**src/design/ast_pkg.sv**
```systemverilog
// package: constants and types of the async serial transmitter
package ast_pkg;

  // ------------------------------------------------------------------
  // register map, byte addresses on the register bus
  // ------------------------------------------------------------------
  localparam int          ADDR_W      = 8;
  localparam logic [7:0]  ADDR_CTRL   = 8'h00;
  localparam logic [7:0]  ADDR_BAUD   = 8'h04;
  localparam logic [7:0]  ADDR_TXDATA = 8'h08;
  localparam logic [7:0]  ADDR_STATUS = 8'h0C;

  localparam logic [1:0]  RESP_OKAY   = 2'h0;
  localparam logic [1:0]  RESP_SLVERR = 2'h2;

  // ------------------------------------------------------------------
  // field layout and reset values
  // ------------------------------------------------------------------
  localparam int          CTRL_W      = 7;
  localparam int          BAUD_W      = 16;
  localparam int          CHAR_W      = 9;
  localparam int          ST_FLAG_BIT = 0;
  localparam int          ST_BUSY_BIT = 1;
  localparam int          ST_OE_BIT   = 2;
  localparam logic [15:0] BAUD_RST    = 16'h0000;
  localparam logic [3:0]  LAST_BIT_8  = 4'h7;
  localparam logic [3:0]  LAST_BIT_9  = 4'h8;
  localparam int          BUF_DEPTH   = 2;

  // control word, bit 0 is tx_en
  typedef struct packed {
    logic brg16;
    logic stop2;
    logic polarity;
    logic nine_bit;
    logic port_en;
    logic sync_mode;
    logic tx_en;
  } ast_ctrl_t;

  localparam ast_ctrl_t CTRL_RST = 7'h00;

  // one character: optional ninth bit above eight data bits
  typedef struct packed {
    logic       ninth;
    logic [7:0] data;
  } ast_char_t;

  typedef enum logic [1:0] {
    ST_IDLE  = 2'h0,
    ST_START = 2'h1,
    ST_DATA  = 2'h2,
    ST_STOP  = 2'h3
  } ast_state_t;

endpackage

```
**src/design/ast_buf2.sv**
```systemverilog
// two-entry holding buffer between the register bus and the shift register
`timescale 1ns/1ps
`default_nettype none

module ast_buf2 (
  // clock and reset
  input  wire logic              i_core_clk,
  input  wire logic              i_sys_rst,
  input  wire logic              i_flush,
  // filling side
  input  wire logic              i_in_valid,
  output logic                   o_in_ready,
  input  wire ast_pkg::ast_char_t i_in_data,
  // draining side
  output logic                   o_out_valid,
  input  wire logic              i_out_ready,
  output ast_pkg::ast_char_t     o_out_data
);
  import ast_pkg::*;

  ast_char_t  mem_reg [BUF_DEPTH];
  logic       wr_ptr_reg;
  logic       rd_ptr_reg;
  logic [1:0] count_reg;
  logic       push;
  logic       pop;

  assign o_in_ready  = (count_reg != 2'h2);
  assign o_out_valid = (count_reg != 2'h0);
  assign o_out_data  = mem_reg[rd_ptr_reg];
  assign push        = i_in_valid && o_in_ready && !i_flush;
  assign pop         = o_out_valid && i_out_ready && !i_flush;

  // ------------------------------------------------------------------
  // storage
  // ------------------------------------------------------------------
  for (genvar g = 0; g < BUF_DEPTH; g++) begin : g_entry
    always_ff @(posedge i_core_clk) begin
      if (i_sys_rst) begin
        mem_reg[g] <= '0;
      end else if (push && (wr_ptr_reg == 1'(g))) begin
        mem_reg[g] <= i_in_data;
      end
    end
  end

  // ------------------------------------------------------------------
  // pointers and occupancy
  // ------------------------------------------------------------------
  always_ff @(posedge i_core_clk) begin
    if (i_sys_rst || i_flush) begin
      wr_ptr_reg <= 1'b0;
      rd_ptr_reg <= 1'b0;
      count_reg  <= 2'h0;
    end else begin
      if (push) begin
        wr_ptr_reg <= !wr_ptr_reg;
      end
      if (pop) begin
        rd_ptr_reg <= !rd_ptr_reg;
      end
      if (push && !pop) begin
        count_reg <= count_reg + 2'h1;
      end else if (pop && !push) begin
        count_reg <= count_reg - 2'h1;
      end
    end
  end
endmodule

`default_nettype wire

```
**src/design/ast_tx.sv**
```systemverilog
// async serial transmitter: register slave, rate generator, frame shifter
//
// Operation
// - idle line held at mark level
// - start, eight or nine data, stop bits
// - start bit space, stop bits mark
// - each bit lasts one baud period
// - baud period from 8-bit or 16-bit counter
// - data bits least significant first after start
// - shared format and rate, paths independent
// - no hardware parity; ninth bit from software
// - shift register fed only from holding buffer
// - enable and port enable bits activate; sync clear means async
// - port enable drives pin as output
// - empty flag sets when transmitter enabled
// - refill at once or right after stop begins
// - flag set when enabled, nothing waiting behind a busy shifter; read-only
// - flag valid from second cycle after write
// - polarity bit inverts output; resets to zero
`timescale 1ns/1ps
`default_nettype none

module ast_tx (
  // clock and reset
  input  wire logic                      i_core_clk,
  input  wire logic                      i_sys_rst,
  // register bus write address and data
  input  wire logic [ast_pkg::ADDR_W-1:0] i_s_axi_awaddr,
  input  wire logic                      i_s_axi_awvalid,
  output logic                           o_s_axi_awready,
  input  wire logic [31:0]               i_s_axi_wdata,
  input  wire logic [3:0]                i_s_axi_wstrb,
  input  wire logic                      i_s_axi_wvalid,
  output logic                           o_s_axi_wready,
  // register bus write response
  output logic [1:0]                     o_s_axi_bresp,
  output logic                           o_s_axi_bvalid,
  input  wire logic                      i_s_axi_bready,
  // register bus read
  input  wire logic [ast_pkg::ADDR_W-1:0] i_s_axi_araddr,
  input  wire logic                      i_s_axi_arvalid,
  output logic                           o_s_axi_arready,
  output logic [31:0]                    o_s_axi_rdata,
  output logic [1:0]                     o_s_axi_rresp,
  output logic                           o_s_axi_rvalid,
  input  wire logic                      i_s_axi_rready,
  // serial output pin and flag
  output logic                           o_tx_pin,
  output logic                           o_tx_oe,
  output logic                           o_buf_empty_flag
);
  import ast_pkg::*;

  // word decode shared by the read and write paths
  function automatic logic reg_hit(input logic [ADDR_W-1:0] addr,
                                   input logic [ADDR_W-1:0] off);
    reg_hit = (addr[ADDR_W-1:2] == off[ADDR_W-1:2]);
  endfunction

  // ------------------------------------------------------------------
  // declarations
  // ------------------------------------------------------------------
  ast_ctrl_t          ctrl_reg;
  logic [BAUD_W-1:0]  baud_reg;
  logic               aw_full_reg;
  logic               w_full_reg;
  logic [ADDR_W-1:0]  aw_addr_reg;
  logic [31:0]        w_data_reg;
  logic [3:0]         w_strb_reg;
  logic               bvalid_reg;
  logic [1:0]         bresp_reg;
  logic               rvalid_reg;
  logic [31:0]        rdata_reg;
  logic [1:0]         rresp_reg;
  logic               wr_is_tx;
  logic               wr_mapped;
  logic               wr_fire;
  logic               rd_mapped;
  logic [31:0]        rd_word;
  logic               active;
  logic               buf_in_valid;
  logic               buf_in_ready;
  logic               buf_out_valid;
  logic               buf_out_ready;
  ast_char_t          buf_in_data;
  ast_char_t          buf_out_data;
  ast_state_t         state_reg;
  logic [BAUD_W-1:0]  period_m1;
  logic [BAUD_W-1:0]  cnt_reg;
  logic               tick;
  logic [3:0]         bit_cnt_reg;
  logic [3:0]         last_bit;
  logic               stop_cnt_reg;
  logic               last_data;
  logic               last_stop;
  logic [CHAR_W-1:0]  sh_data_reg;
  logic               sh_full_reg;
  logic               pop;
  logic               line_c;
  logic               pin_reg;
  logic               oe_reg;
  logic               flag_reg;
  logic [BAUD_W-1:0]  hold_reg;

  // ------------------------------------------------------------------
  // register bus: write channel
  // ------------------------------------------------------------------
  assign o_s_axi_awready = !aw_full_reg;
  assign o_s_axi_wready  = !w_full_reg;
  assign o_s_axi_bvalid  = bvalid_reg;
  assign o_s_axi_bresp   = bresp_reg;
  assign wr_is_tx  = reg_hit(aw_addr_reg, ADDR_TXDATA);
  assign wr_mapped = reg_hit(aw_addr_reg, ADDR_CTRL) || reg_hit(aw_addr_reg, ADDR_BAUD)
                     || wr_is_tx || reg_hit(aw_addr_reg, ADDR_STATUS);
  // a full buffer stalls the response, so back-pressure reaches the master
  assign wr_fire = aw_full_reg && w_full_reg && !bvalid_reg
                   && (!wr_is_tx || !ctrl_reg.tx_en || buf_in_ready);

  always_ff @(posedge i_core_clk) begin
    if (i_sys_rst) begin
      aw_full_reg <= 1'b0;
      aw_addr_reg <= '0;
    end else if (i_s_axi_awvalid && !aw_full_reg) begin
      aw_full_reg <= 1'b1;
      aw_addr_reg <= i_s_axi_awaddr;
    end else if (wr_fire) begin
      aw_full_reg <= 1'b0;
    end
  end

  always_ff @(posedge i_core_clk) begin
    if (i_sys_rst) begin
      w_full_reg <= 1'b0;
      w_data_reg <= '0;
      w_strb_reg <= '0;
    end else if (i_s_axi_wvalid && !w_full_reg) begin
      w_full_reg <= 1'b1;
      w_data_reg <= i_s_axi_wdata;
      w_strb_reg <= i_s_axi_wstrb;
    end else if (wr_fire) begin
      w_full_reg <= 1'b0;
    end
  end

  always_ff @(posedge i_core_clk) begin
    if (i_sys_rst) begin
      bvalid_reg <= 1'b0;
      bresp_reg  <= RESP_OKAY;
    end else if (wr_fire) begin
      bvalid_reg <= 1'b1;
      bresp_reg  <= wr_mapped ? RESP_OKAY : RESP_SLVERR;
    end else if (i_s_axi_bready) begin
      bvalid_reg <= 1'b0;
    end
  end

  // control and rate registers; polarity and all enables reset to zero
  always_ff @(posedge i_core_clk) begin
    if (i_sys_rst) begin
      ctrl_reg <= CTRL_RST;
      baud_reg <= BAUD_RST;
    end else if (wr_fire) begin
      if (reg_hit(aw_addr_reg, ADDR_CTRL) && w_strb_reg[0]) begin
        ctrl_reg <= ast_ctrl_t'(w_data_reg[CTRL_W-1:0]);
      end
      if (reg_hit(aw_addr_reg, ADDR_BAUD)) begin
        if (w_strb_reg[0]) begin
          baud_reg[7:0] <= w_data_reg[7:0];
        end
        if (w_strb_reg[1]) begin
          baud_reg[15:8] <= w_data_reg[15:8];
        end
      end
    end
  end

  // ------------------------------------------------------------------
  // register bus: read channel
  // ------------------------------------------------------------------
  assign o_s_axi_arready = !rvalid_reg;
  assign o_s_axi_rvalid  = rvalid_reg;
  assign o_s_axi_rdata   = rdata_reg;
  assign o_s_axi_rresp   = rresp_reg;
  assign rd_mapped = reg_hit(i_s_axi_araddr, ADDR_CTRL) || reg_hit(i_s_axi_araddr, ADDR_BAUD)
                     || reg_hit(i_s_axi_araddr, ADDR_TXDATA)
                     || reg_hit(i_s_axi_araddr, ADDR_STATUS);

  // the shift register is never visible; the data address reads zero
  always_comb begin
    rd_word = 32'h0000_0000;
    if (reg_hit(i_s_axi_araddr, ADDR_CTRL)) begin
      rd_word[CTRL_W-1:0] = ctrl_reg;
    end else if (reg_hit(i_s_axi_araddr, ADDR_BAUD)) begin
      rd_word[BAUD_W-1:0] = baud_reg;
    end else if (reg_hit(i_s_axi_araddr, ADDR_STATUS)) begin
      rd_word[ST_FLAG_BIT] = flag_reg;
      rd_word[ST_BUSY_BIT] = (state_reg != ST_IDLE) || sh_full_reg;
      rd_word[ST_OE_BIT]   = oe_reg;
    end
  end

  always_ff @(posedge i_core_clk) begin
    if (i_sys_rst) begin
      rvalid_reg <= 1'b0;
      rdata_reg  <= '0;
      rresp_reg  <= RESP_OKAY;
    end else if (i_s_axi_arvalid && !rvalid_reg) begin
      rvalid_reg <= 1'b1;
      rdata_reg  <= rd_word;
      rresp_reg  <= rd_mapped ? RESP_OKAY : RESP_SLVERR;
    end else if (i_s_axi_rready) begin
      rvalid_reg <= 1'b0;
    end
  end

  // ------------------------------------------------------------------
  // holding buffer
  // ------------------------------------------------------------------
  // async only: sync mode or a missing enable keeps the shifter parked
  assign active        = ctrl_reg.tx_en && !ctrl_reg.sync_mode && ctrl_reg.port_en;
  assign buf_in_valid  = wr_fire && wr_is_tx && ctrl_reg.tx_en;
  // software supplies the ninth bit, parity included if wanted
  assign buf_in_data   = {w_data_reg[8], w_data_reg[7:0]};
  assign buf_out_ready = !sh_full_reg && active;
  assign pop           = buf_out_valid && buf_out_ready;

  ast_buf2 u_hold (
    .i_core_clk  (i_core_clk),
    .i_sys_rst   (i_sys_rst),
    .i_flush     (!ctrl_reg.tx_en),
    .i_in_valid  (buf_in_valid),
    .o_in_ready  (buf_in_ready),
    .i_in_data   (buf_in_data),
    .o_out_valid (buf_out_valid),
    .i_out_ready (buf_out_ready),
    .o_out_data  (buf_out_data)
  );

  // while enabled, flag is low only while a character waits behind a busy shifter
  always_ff @(posedge i_core_clk) begin
    if (i_sys_rst) begin
      flag_reg <= 1'b0;
    end else begin
      flag_reg <= ctrl_reg.tx_en && !(buf_out_valid && sh_full_reg);
    end
  end

  // ------------------------------------------------------------------
  // rate generator
  // ------------------------------------------------------------------
  // one format and one rate setting serve any receive path as well
  assign period_m1 = ctrl_reg.brg16 ? baud_reg : {8'h00, baud_reg[7:0]};
  assign tick      = (state_reg != ST_IDLE) && (cnt_reg == '0);

  always_ff @(posedge i_core_clk) begin
    if (i_sys_rst) begin
      cnt_reg <= BAUD_RST;
    end else if (state_reg == ST_IDLE || cnt_reg == '0) begin
      cnt_reg <= period_m1;
    end else begin
      cnt_reg <= cnt_reg - 16'h0001;
    end
  end

  // ------------------------------------------------------------------
  // frame sequencer
  // ------------------------------------------------------------------
  assign last_bit  = ctrl_reg.nine_bit ? LAST_BIT_9 : LAST_BIT_8;
  assign last_data = tick && (state_reg == ST_DATA) && (bit_cnt_reg == last_bit);
  assign last_stop = tick && (state_reg == ST_STOP) && (stop_cnt_reg == ctrl_reg.stop2);

  always_ff @(posedge i_core_clk) begin
    if (i_sys_rst || !active) begin
      state_reg <= ST_IDLE;
    end else begin
      case (state_reg)
        ST_IDLE: begin
          if (sh_full_reg) begin
            state_reg <= ST_START;
          end
        end
        ST_START: begin
          if (tick) begin
            state_reg <= ST_DATA;
          end
        end
        ST_DATA: begin
          if (last_data) begin
            state_reg <= ST_STOP;
          end
        end
        ST_STOP: begin
          if (last_stop) begin
            state_reg <= sh_full_reg ? ST_START : ST_IDLE;
          end
        end
        default: begin
          state_reg <= ST_IDLE;
        end
      endcase
    end
  end

  always_ff @(posedge i_core_clk) begin
    if (i_sys_rst || state_reg != ST_DATA) begin
      bit_cnt_reg <= 4'h0;
    end else if (tick) begin
      bit_cnt_reg <= bit_cnt_reg + 4'h1;
    end
  end

  always_ff @(posedge i_core_clk) begin
    if (i_sys_rst || state_reg != ST_STOP) begin
      stop_cnt_reg <= 1'b0;
    end else if (tick) begin
      stop_cnt_reg <= !stop_cnt_reg;
    end
  end

  // shifter empties on its last data bit, so the next character loads as
  // soon as the stop bit has begun and rides out the stop time in place
  always_ff @(posedge i_core_clk) begin
    if (i_sys_rst || !active) begin
      sh_full_reg <= 1'b0;
    end else if (pop) begin
      sh_full_reg <= 1'b1;
    end else if (last_data) begin
      sh_full_reg <= 1'b0;
    end
  end

  always_ff @(posedge i_core_clk) begin
    if (i_sys_rst) begin
      sh_data_reg <= '0;
    end else if (pop) begin
      sh_data_reg <= buf_out_data;
    end else if (tick && state_reg == ST_DATA) begin
      sh_data_reg <= {1'b0, sh_data_reg[CHAR_W-1:1]};
    end
  end

  // ------------------------------------------------------------------
  // line level and pin
  // ------------------------------------------------------------------
  always_comb begin
    case (state_reg)
      ST_START: line_c = 1'b0;
      ST_DATA:  line_c = sh_data_reg[0];
      ST_STOP:  line_c = 1'b1;
      default:  line_c = 1'b1;
    endcase
  end

  always_ff @(posedge i_core_clk) begin
    if (i_sys_rst) begin
      pin_reg <= 1'b1;
    end else begin
      pin_reg <= line_c ^ ctrl_reg.polarity;
    end
  end

  // analog takeover of the pin is software's job; we only claim the driver
  always_ff @(posedge i_core_clk) begin
    if (i_sys_rst) begin
      oe_reg <= 1'b0;
    end else begin
      oe_reg <= ctrl_reg.port_en;
    end
  end

  assign o_tx_pin         = pin_reg;
  assign o_tx_oe          = oe_reg;
  assign o_buf_empty_flag = flag_reg;

  // ------------------------------------------------------------------
  // checks
  // ------------------------------------------------------------------
  always_ff @(posedge i_core_clk) begin
    if (i_sys_rst || state_reg == ST_IDLE || tick) begin
      hold_reg <= '0;
    end else begin
      hold_reg <= hold_reg + 16'h0001;
    end
  end
endmodule

`default_nettype wire

```
**config.mk**
```make
export PLATFORM = sky130hd
export DESIGN_NAME = ast_tx
export DESIGN_NICKNAME = d
export VERILOG_FILES = /design/src/design/ast_pkg.sv /design/src/design/ast_buf2.sv /design/src/design/ast_tx.sv
export SDC_FILE = /design/constraint.sdc
export NUM_CORES = 1
export LEC_CHECK = 0
export BUFFER_PORTS_ARGS = -buffer_cell sky130_fd_sc_hd__buf_2
export CAP_MARGIN = 20
export CORE_ASPECT_RATIO = 1.4
export CORE_UTILIZATION = 28
export DETAILED_ROUTE_END_ITERATION = 10
export HOLD_SLACK_MARGIN = 0.03
export PLACE_DENSITY_LB_ADDON = 0.3
export SLEW_MARGIN = 5
export SYNTH_ARGS = -nofsm -noshare
export SYNTH_HDL_FRONTEND = slang
export SYNTH_SLANG_ARGS = --single-unit
```
**constraint.sdc**
```tcl
create_clock -name i_core_clk -period 5.24 [get_ports i_core_clk]
set_input_delay 0.524 -clock i_core_clk [delete_from_list [all_inputs] [get_ports i_core_clk]]
set_output_delay 0.524 -clock i_core_clk [all_outputs]
set_load 0.03 [all_outputs]
```
Word level (Yosys, flattened, before mapping)
Memories as Yosys holds them, arrays and structs flattened. A register that Yosys moved wholly into a read port is not among the register bits. Cells that the tools add are included. Widths: inputs -> output; s select.

Register bits after elaboration: 113. Bits in writable memories: 18. Input port bits: 59. Output and inout port bits: 44. Logic and storage cells: 173. Memories: 1.

$add $sub $neg: 4. Equal/unequal tests: 18. Mux-type cells: 42. Bitwise operators: 4. Reduce and logical (&&, ||, !) cells: 73.

Memory list: u_hold.mem_reg (words 2, width 9, rd ports 1, clocked after memory_dff 1, wr ports 2, line ast_buf2.sv:21) `ast_char_t mem_reg [BUF_DEPTH];`.

Operators with widths (number): $mux 9 (5); $mux 16 (2); $logic_and 1x1->1 (27); $eq 6x2->1 const B (4); $mux 1 (20); $reduce_bool 2->1 (9); $logic_not 16->1 (1); $mux 2 (8); $sub 16x1->16 const B (1); $logic_not 1->1 (15); $logic_or 1x1->1 (14); $ne 2x2->1 const B (7); $mux 13 (1); $eq 6x1->1 const B (2); $logic_not 6->1 (2); $pmux 2 s4 (1); $mux 7 (1); $mux 3 (2); $reduce_and 3->1 (2); $add 4x1->4 const B (1); $eq 2x2->1 const B (2); $eq 4x4->1 (1); $mux 4 (1); $reduce_and 4->1 (1); other kinds (10) (11).

Longest topological paths before layout
Gate-level depths: netlist of the first run.

Word-level depth: 14. Depth in mapped cells: 8. Depth with buffers taken out: 8.

Modules after synthesis
From an unflattened synthesis of the first run, not the netlist that was laid out.

Cells, all modules: 614. Area, all modules: 5705.5 um2.

By module, submodules not included: ast_tx (instances 1, cells an instance 537, area each 4650.7 um2, sequential area each 2102.0 um2); ast_buf2 (instances 1, cells an instance 77, area each 1054.8 um2, sequential area each 640.6 um2).

Least setup slack after synthesis of the first run
No wires, ideal clock.

Kind: register -> register. Start point: register u_hold.count_reg[0]. End point: register u_hold.count_reg[1]. Library setup time: 70 ps. Arrival time: 1971 ps. Data required time: 5170 ps. Path slack: 3199 ps. Cell stages (with the launch flop): 8. Buffers on the path: 2. Clock period less this slack: 2041 ps. Cells stage by stage: dfxtp_1 nor2_1 or4b_4 buf_6 buf_12 ha_1 or3_1 a21oi_1.

Word-level cells in the longest chain between the ends: 10. Elaborated cells between the ends (all ways): 19. Those cells by class: 2 x add/sub; 1 x eq/ne; 2 x mux; 14 x reduce/logical.

Ends and longest elaborated chain: start, declared (line ast_buf2.sv:24) `logic [1:0] count_reg;`; start signal, assigned (line ast_buf2.sv:63) `count_reg <= count_reg + 2'h1;`; start signal, assigned (line ast_buf2.sv:65) `count_reg <= count_reg - 2'h1;`; $ne 2x2->1 (line ast_buf2.sv:28) `assign o_in_ready = (count_reg != 2'h2);`; $logic_or 1x1->1 (line ast_tx.sv:117) `&& (!wr_is_tx || !ctrl_reg.tx_en || buf_in_ready);`; $logic_and 1x1->1 (line ast_tx.sv:117); $logic_and 1x1->1 (2 in a row) (line ast_tx.sv:221) `assign buf_in_valid = wr_fire && wr_is_tx && ctrl_reg.tx_en;`; $logic_and 1x1->1 (2 in a row) (line ast_buf2.sv:31) `assign push = i_in_valid && o_in_ready && !i_flush;`; $logic_not 1->1 (line ast_buf2.sv:64) `end else if (pop && !push) begin`; $logic_and 1x1->1 (line ast_buf2.sv:64); $reduce_bool 2->1 (no line).

Parallel ways exist; a longest one is shown, timed or not. The select of a mux whose other input is x is not followed. A chain may end at the register's enable or synchronous reset.

Final worst setup path of the first run
Start point: register cnt_reg[4]. End point: register sh_data_reg[1].

Word-level cells in the longest chain between the ends: 4.

Ends and longest elaborated chain: start, declared (line ast_tx.sv:89) `logic [BAUD_W-1:0] cnt_reg;`; start signal, assigned (line ast_tx.sv:259) `cnt_reg <= period_m1;`; start signal, assigned (line ast_tx.sv:261) `cnt_reg <= cnt_reg - 16'h0001;`; $logic_not 16->1 (line ast_tx.sv:253) `assign tick = (state_reg != ST_IDLE) && (cnt_reg == '0);`; $logic_and 1x1->1 (line ast_tx.sv:253); $logic_and 1x1->1 (line ast_tx.sv:337) `end else if (tick && state_reg == ST_DATA) begin`; $reduce_bool 2->1 (no line); end signal, assigned (line ast_tx.sv:336) `sh_data_reg <= buf_out_data;`; end signal, assigned (line ast_tx.sv:338) `sh_data_reg <= {1'b0, sh_data_reg[CHAR_W-1:1]};`; end, declared (line ast_tx.sv:96) `logic [CHAR_W-1:0] sh_data_reg;`.

No other way between the ends.

==> results of run 1 <==
area by class of cell:
| cell class | count | area (sq um) |
|---|---|---|
| clock buffer | 17 | 425 |
| inverter | 10 | 37.5 |
| tap | 252 | 315 |
| sequential | 128 | 2740 |
| multi-input combinational | 414 | 2750 |
| clock inverter | 15 | 194 |
| fill | 2117 | 13200 |
| timing repair buffer | 65 | 335 |
cell families after synthesis:
| logic type | after synthesis |
|---|---|
| compound gates | 82 |
| xor+xnor | 22 |
| fa+ha+maj | 9 |
| buf+inv | 59 |
| flops | 128 |
| mux | 61 |
| other cells | 1 |
| simple gates | 222 |
cells in the mapped netlist (7+ instances only):
cell / count
mux2_2: 17
ha_1: 9
inv_1: 10
xor2_1: 11
nand3_1: 12
nor2_1: 89
nand2b_1: 8
dfxtp_1: 110
clkbuf_1: 21
mux2i_1: 39
edfxtp_1: 18
a21oi_1: 33
a211oi_1: 7
nand2_1: 53
and2_1: 21
a22oi_1: 18
xnor2_1: 11
buf_4: 21
power breakdown:
group / internal [mW] / switching, mW / total [mW]
clock network: 0.792 / 0.442 / 1.23
registers: 1.01 / 0.0159 / 1.03
logic: 0.0341 / 0.0733 / 0.107
through the flow:
step,area (sq um),worst slack (ns)
2_1_floorplan,5830,3.20
3_3_place_gp,6170,2.52
3_5_place_dp,6170,2.47
4_1_cts,6790,2.47
5_1_grt,6800,2.70
6_report,6800,2.91
worst register-to-register path: stages (launching register included):
cell and delay, ns:
dfxtp_1 0.33, nor4_2 0.32, clkbuf_4 0.27, nand3b_1 0.19
o41ai_4 0.77, mux2i_1 0.26, nor2_1 0.05
layer usage:
metal  wire length [um]  part of all wire [%]  GRT usage, %  up-vias
met4                245                   1.9          5.61        0
met2               6690                    52          23.2       91
li1                   -                     -             -     2071
met5                  0                     0             0        -
met3                415                   3.2          2.72       16
met1               5610                    43          15.2     1963
final timing paths:
path | startpoint | end | slack [ns] | cells past startpoint
hold / removal | i_s_axi_wdata[4] | w_data_reg[4] | 0.35 | 3
setup / recovery | cnt_reg[4] | sh_data_reg[1] | 2.91 | 6
setup reg to reg | cnt_reg[4] | sh_data_reg[1] | 2.91 | 6
hold reg to reg | w_strb_reg[1] | w_strb_reg[1] | 0.45 | 2
==> results.py, run 1 <==
metrics = {
    "yosys": {
        "netlist_area_sq_um": 5760,
        "synthMuxAreaShare_pct": 11.4,
        "fraction_of_the_yosys_area_taken_by_sequential_cells_pct": 47.6,
        "synthDominantAreaCellType": "dfxtp_1",
        "syn-mean-instance-area_sq_um": 9.87,
        "synth_top_area_share_pct": 38.2,
        "synth-warning-count": 0,
        "synth_top_cells_by_area": "dfxtp_1, edfxtp_1, mux2i_1, nor2_1, nand2_1",
        "yosys.area_share.xor_xnor_pct": 3.34,
        "synth-compound-area-share_pct": 9.88,
        "total_of_flip_flops_plus_latches_after_synthesis": 128,
        "yosys.area_share.simple_pct": 19.9,
        "dominantRegCellSynth": "dfxtp_1",
        "combinational_family_with_the_most_area_after_synthesis": "simple AND/OR/NAND/NOR gates",
        "asyncSetResetFlopFracSynth_pct": 0,
        "ys_types": 65,
        "edff_count_synth": 18,
        "synth_fa_ha_area_share_pct": 1.95,
        "syn_inst": 584,
    },
    "setup_path": {
        "timing.critical_path.buf_inv": 1,
        "critPathSlowestCell": "o41ai_4",
        "timing_worst_setup_path_type": "reg2reg",
        "cpLargestDelayFamily": "compound AO/OA/AOI/OAI gates",
        "crit_arrival_ns": 2.60,
        "worstPathCellList": "nor4_2, clkbuf_4, nand3b_1, o41ai_4, mux2i_1, nor2_1",
        "critical_path.endpoint_type": "flop",
        "timing.critical_path.slowest_cell_delay_ns": 0.77,
        "critical_path.startpoint_type": "flop",
        "worstPathRequired_ns": 5.51,
        "cp_max_fo": 10,
    },
    "cts": {
        "cts.path.max_buffers": 2,
        "clock_insertion_delay_worst_skew_ns": 0.41,
        "cts_root_buffer": "clkbuf_16",
        "cts_tree": "yes",
        "cts_hold_buf": 0,
        "tritoncts_num_sinks": 128,
        "cts.htree.levels": 4,
        "cts.repair.resized": 0,
        "setup_buffers_after_cts": 0,
        "cts_buffers": 17,
        "clkTransAtPathRegs_ns": 0.06,
    },
    "die": {
        "initial_core_util_pct": 28.8,
        "chipWidth_um": 123,
        "die_y_um": 172,
        "die_outline_area_sq_um": 21200,
        "ios": 103,
        "fp-row-count": 61,
        "core_region_area_sq_um": 20000,
    },
    "timing": {
        "slew-limit-headroom_pct": 38.9,
        "skew_ns": 0.0111,
        "layout_min_cycle_time_ns": 2.33,
        "rsz0062_at_grt": "false",
        "worst_hold_slack_ns": 0.346,
        "hold_violations": 0,
        "clock.fmax_mhz": 429,
        "tns_ns": 0,
        "slew_viol_final": 0,
        "finalCritPeriodShare_pct": 44.5,
        "timing_worst_slew_pin_value_ns": 0.914,
        "final_setup_violations": 0,
    },
    "finish": {
        "number_of_flip_flops_in_the_largest_register": 18,
        "antennaDiodeCount": 0,
        "leading_cell_type_in_the_layout_fill_and_taps_excluded": "dfxtp_1",
        "post_layout_util_pct": 34.0,
        "final_cell_mix": "dfxtp_1, nor2_1, buf_2",
        "layout-drive-gt1-share_pct": 21.3,
        "area.growth.synth_to_final_pct": 17.9,
        "final_nets": 704,
        "layout.cells.non_filler": 901,
    },
    "routing": {
        "detail_route.wl_per_cell_um": 14.4,
        "post-route-drc-count": 0,
        "postRouteWirelength_um": 13000,
        "dr.pass1.iters": 8,
        "drt_iter0_markers": 127,
        "antenna_left": 0,
        "dr_total_vias": 4141,
        "detail_route.vias_per_cell": 4.60,
    },
    "power_and_ir_drop": {
        "power.density_nw_per_um2": 349,
        "p_leak_nw": 2.70,
        "power_mw": 2.37,
        "vdd_ir_drop_max_mv": 0.212,
    },
    "worst_hold_path": {
        "hold_class": "in2reg",
    },
    "global_routing": {
        "grt_start_max_net_pins": 78,
        "via_count_of_the_first_global_routing_pass": 4068,
        "grtUsageTotal_pct": 13.2,
        "number_of_antenna_violations_at_the_first_check_in_global_routing": 0,
        "globalRoute.totalOverflow": 0,
        "grt_pass1_wl_um": 21200,
    },
    "placement": {
        "dp_hpwl_um": 9170,
        "portBuffers": 62,
        "gp_routability_congestion": 0.759,
        "dp.cells": 868,
    },
    "status": {
        "run_status": "complete, no violations",
    },
    "flow_run": {
        "drv.max_cap_violation_count": 0,
    },
}
Note: power is estimated with default switching activity, not from simulation.
==> run 2: changes to the inputs <==
==> constraint.sdc (replaced) <==
create_clock -name i_core_clk -period 2.44 [get_ports i_core_clk]
set_input_delay 0.244 -clock i_core_clk [delete_from_list [all_inputs] [get_ports i_core_clk]]
set_output_delay 0.244 -clock i_core_clk [all_outputs]
set_load 0.03 [all_outputs]
==> run 2 against run 1 <==
Sequential power is 110% higher. Register-to-register slack worse by 2.6 ns. Power is 98% higher. Setup slack worse by 2.6 ns.
==> results.py, run 2 (synthesized netlist as in run 1, its figures left out) <==
metrics = {
    "setup_path": {
        "cpLargestDelayFamily": "simple AND/OR/NAND/NOR gates",
        "timing.critical_path.buf_inv": 0,
        "worstPathRequired_ns": 2.73,
        "crit_arrival_ns": 2.39,
        "timing_worst_setup_path_type": "reg2reg",
        "cp_num_cells": 5,
        "critical_path.endpoint_type": "flop",
        "worstPathCellList": "or4_4, nor3b_2, and3b_1, mux2i_1, nor2_1",
        "critical_path.startpoint_type": "flop",
        "cp_max_fo": 7,
        "critPathSlowestCell": "or4_4",
        "rr_worst_depth": 5,
        "timing.critical_path.slowest_cell_delay_ns": 0.57,
    },
    "finish": {
        "layout.cells.non_filler": 908,
        "number_of_flip_flops_in_the_largest_register": 18,
        "final_nets": 711,
        "post_layout_util_pct": 33.8,
        "final_cell_mix": "dfxtp_1, nor2_1, buf_2",
        "leading_cell_type_in_the_layout_fill_and_taps_excluded": "dfxtp_1",
        "area.growth.synth_to_final_pct": 17.4,
        "layout-drive-gt1-share_pct": 22.3,
        "antennaDiodeCount": 0,
    },
    "timing": {
        "tns_ns": 0,
        "timing_worst_slew_pin_value_ns": 0.666,
        "skew_ns": 0.0101,
        "rsz0062_at_grt": "false",
        "clock.fmax_mhz": 476,
        "layout_min_cycle_time_ns": 2.10,
        "slew-limit-headroom_pct": 55.5,
        "slew_viol_final": 0,
        "final_setup_violations": 0,
        "hold_violations": 0,
        "finalCritPeriodShare_pct": 86.1,
        "worst_hold_slack_ns": 0.0721,
    },
    "die": {
        "core_region_area_sq_um": 20000,
        "initial_core_util_pct": 28.8,
        "ios": 103,
        "die_y_um": 172,
        "fp-row-count": 61,
        "die_outline_area_sq_um": 21200,
        "chipWidth_um": 123,
    },
    "power_and_ir_drop": {
        "power.density_nw_per_um2": 692,
        "power_frac_seq_pct": 47.2,
        "internal-power_mw": 3.54,
        "combinational_group_share_of_total_power_pct": 5.1,
        "power.net_switching_mw": 1.14,
        "fraction_of_power_consumed_by_the_clock_network_pct": 47.8,
        "power_switching_share_pct": 24.4,
        "p_leak_nw": 2.69,
        "vdd_ir_drop_max_mv": 0.376,
    },
    "cts": {
        "setup_buffers_after_cts": 0,
        "cts.path.max_buffers": 2,
        "cts.repair.resized": 0,
        "clock_insertion_delay_worst_skew_ns": 0.41,
        "cts_root_buffer": "clkbuf_16",
        "cts_hold_buf": 0,
        "cts_tree": "yes",
        "cts.htree.levels": 4,
        "clkTransAtPathRegs_ns": 0.06,
        "tritoncts_num_sinks": 128,
        "cts_buffers": 17,
    },
    "routing": {
        "drt_iter0_markers": 161,
        "post-route-drc-count": 0,
        "dr.pass1.iters": 4,
        "detail_route.wl_per_cell_um": 14.1,
        "dr_total_vias": 4077,
        "postRouteWirelength_um": 12800,
        "antenna_left": 0,
        "detail_route.vias_per_cell": 4.49,
    },
    "worst_hold_path": {
        "hold_class": "in2reg",
        "worst_hold_path_cells": 3,
    },
    "placement": {
        "gp_routability_congestion": 0.754,
        "dp_hpwl_um": 9240,
        "portBuffers": 62,
        "dp.cells": 876,
    },
    "global_routing": {
        "globalRoute.totalOverflow": 0,
        "gr-usage-met1_pct": 14.8,
        "global_route.usage.met2_pct": 23.5,
        "via_count_of_the_first_global_routing_pass": 4060,
        "grt-busiest-layer": "met2",
        "grt_start_max_net_pins": 59,
        "met3_usage_pct": 2.88,
        "number_of_antenna_violations_at_the_first_check_in_global_routing": 0,
        "grtUsageTotal_pct": 13.0,
        "grt_pass1_wl_um": 20800,
    },
    "flow_run": {
        "drv.max_cap_violation_count": 0,
    },
    "status": {
        "run_status": "complete, no violations",
    },
}
-- run 2: changes by cell type in the layout (fill, tap and decap cells not counted), sizes merged --
cell      delta
buf          +8
bufinv       -4
clkinvlp     +4
clkinv       -1
-- run 2: layer usage --
| layer | routed length [um] | up-vias | part of all wire [%] |
|---|---|---|---|
| li1 | - | 2093 | - |
| met1 | 5640 | 1907 | 44 |
| met2 | 6650 | 64 | 52 |
| met3 | 294 | 13 | 2.3 |
| met4 | 172 | 0 | 1.3 |
| met5 | 0 | - | 0 |
-- run 2: stage by stage --
stage	total power, mW	instance area (sq um)	worst slack [ns]
after floorplan	2.43	5830	0.399
after global placement	2.49	6240	0.381
after detailed placement	2.50	6240	0.346
after CTS	4.74	6770	0.323
after global routing	4.86	6770	0.225
final	4.68	6770	0.340
-- run 2: cell type report --
class | count | area, sq um
clock inverter | 14 | 97.6
sequential | 128 | 2740
multi-input combinational | 414 | 2750
tap | 252 | 315
timing repair buffer | 72 | 400
fill | 2118 | 13200
inverter | 10 | 37.5
clock buffer | 18 | 429
-- run 2: final timing paths --
| kind | slack, ns | from | to |
|---|---|---|---|
| worst min-delay path | 0.07 | i_s_axi_wdata[15] | w_data_reg[15] |
| worst max register to register | 0.34 | aw_addr_reg[4] | ctrl_reg[6] |
| worst max-delay path | 0.34 | aw_addr_reg[4] | ctrl_reg[6] |
| worst min register to register | 0.46 | w_data_reg[15] | w_data_reg[15] |
-- run 2: power groups by stage --
stage	clock network [mW]	logic (mW)	registers, mW
after CTS	2.29	0.240	2.21
after floorplan	0	0.181	2.25
after detailed placement	0	0.240	2.26
final	2.24	0.238	2.21
after global placement	0	0.240	2.26
after global routing	2.38	0.262	2.21
-- run 2: worst reg2reg max path, cell delays in order (launching register included) --
cell and delay (ns):
dfxtp_1 0.30, or4_4 0.57, nor3b_2 0.26, and3b_1 0.53, mux2i_1 0.26, nor2_1 0.06
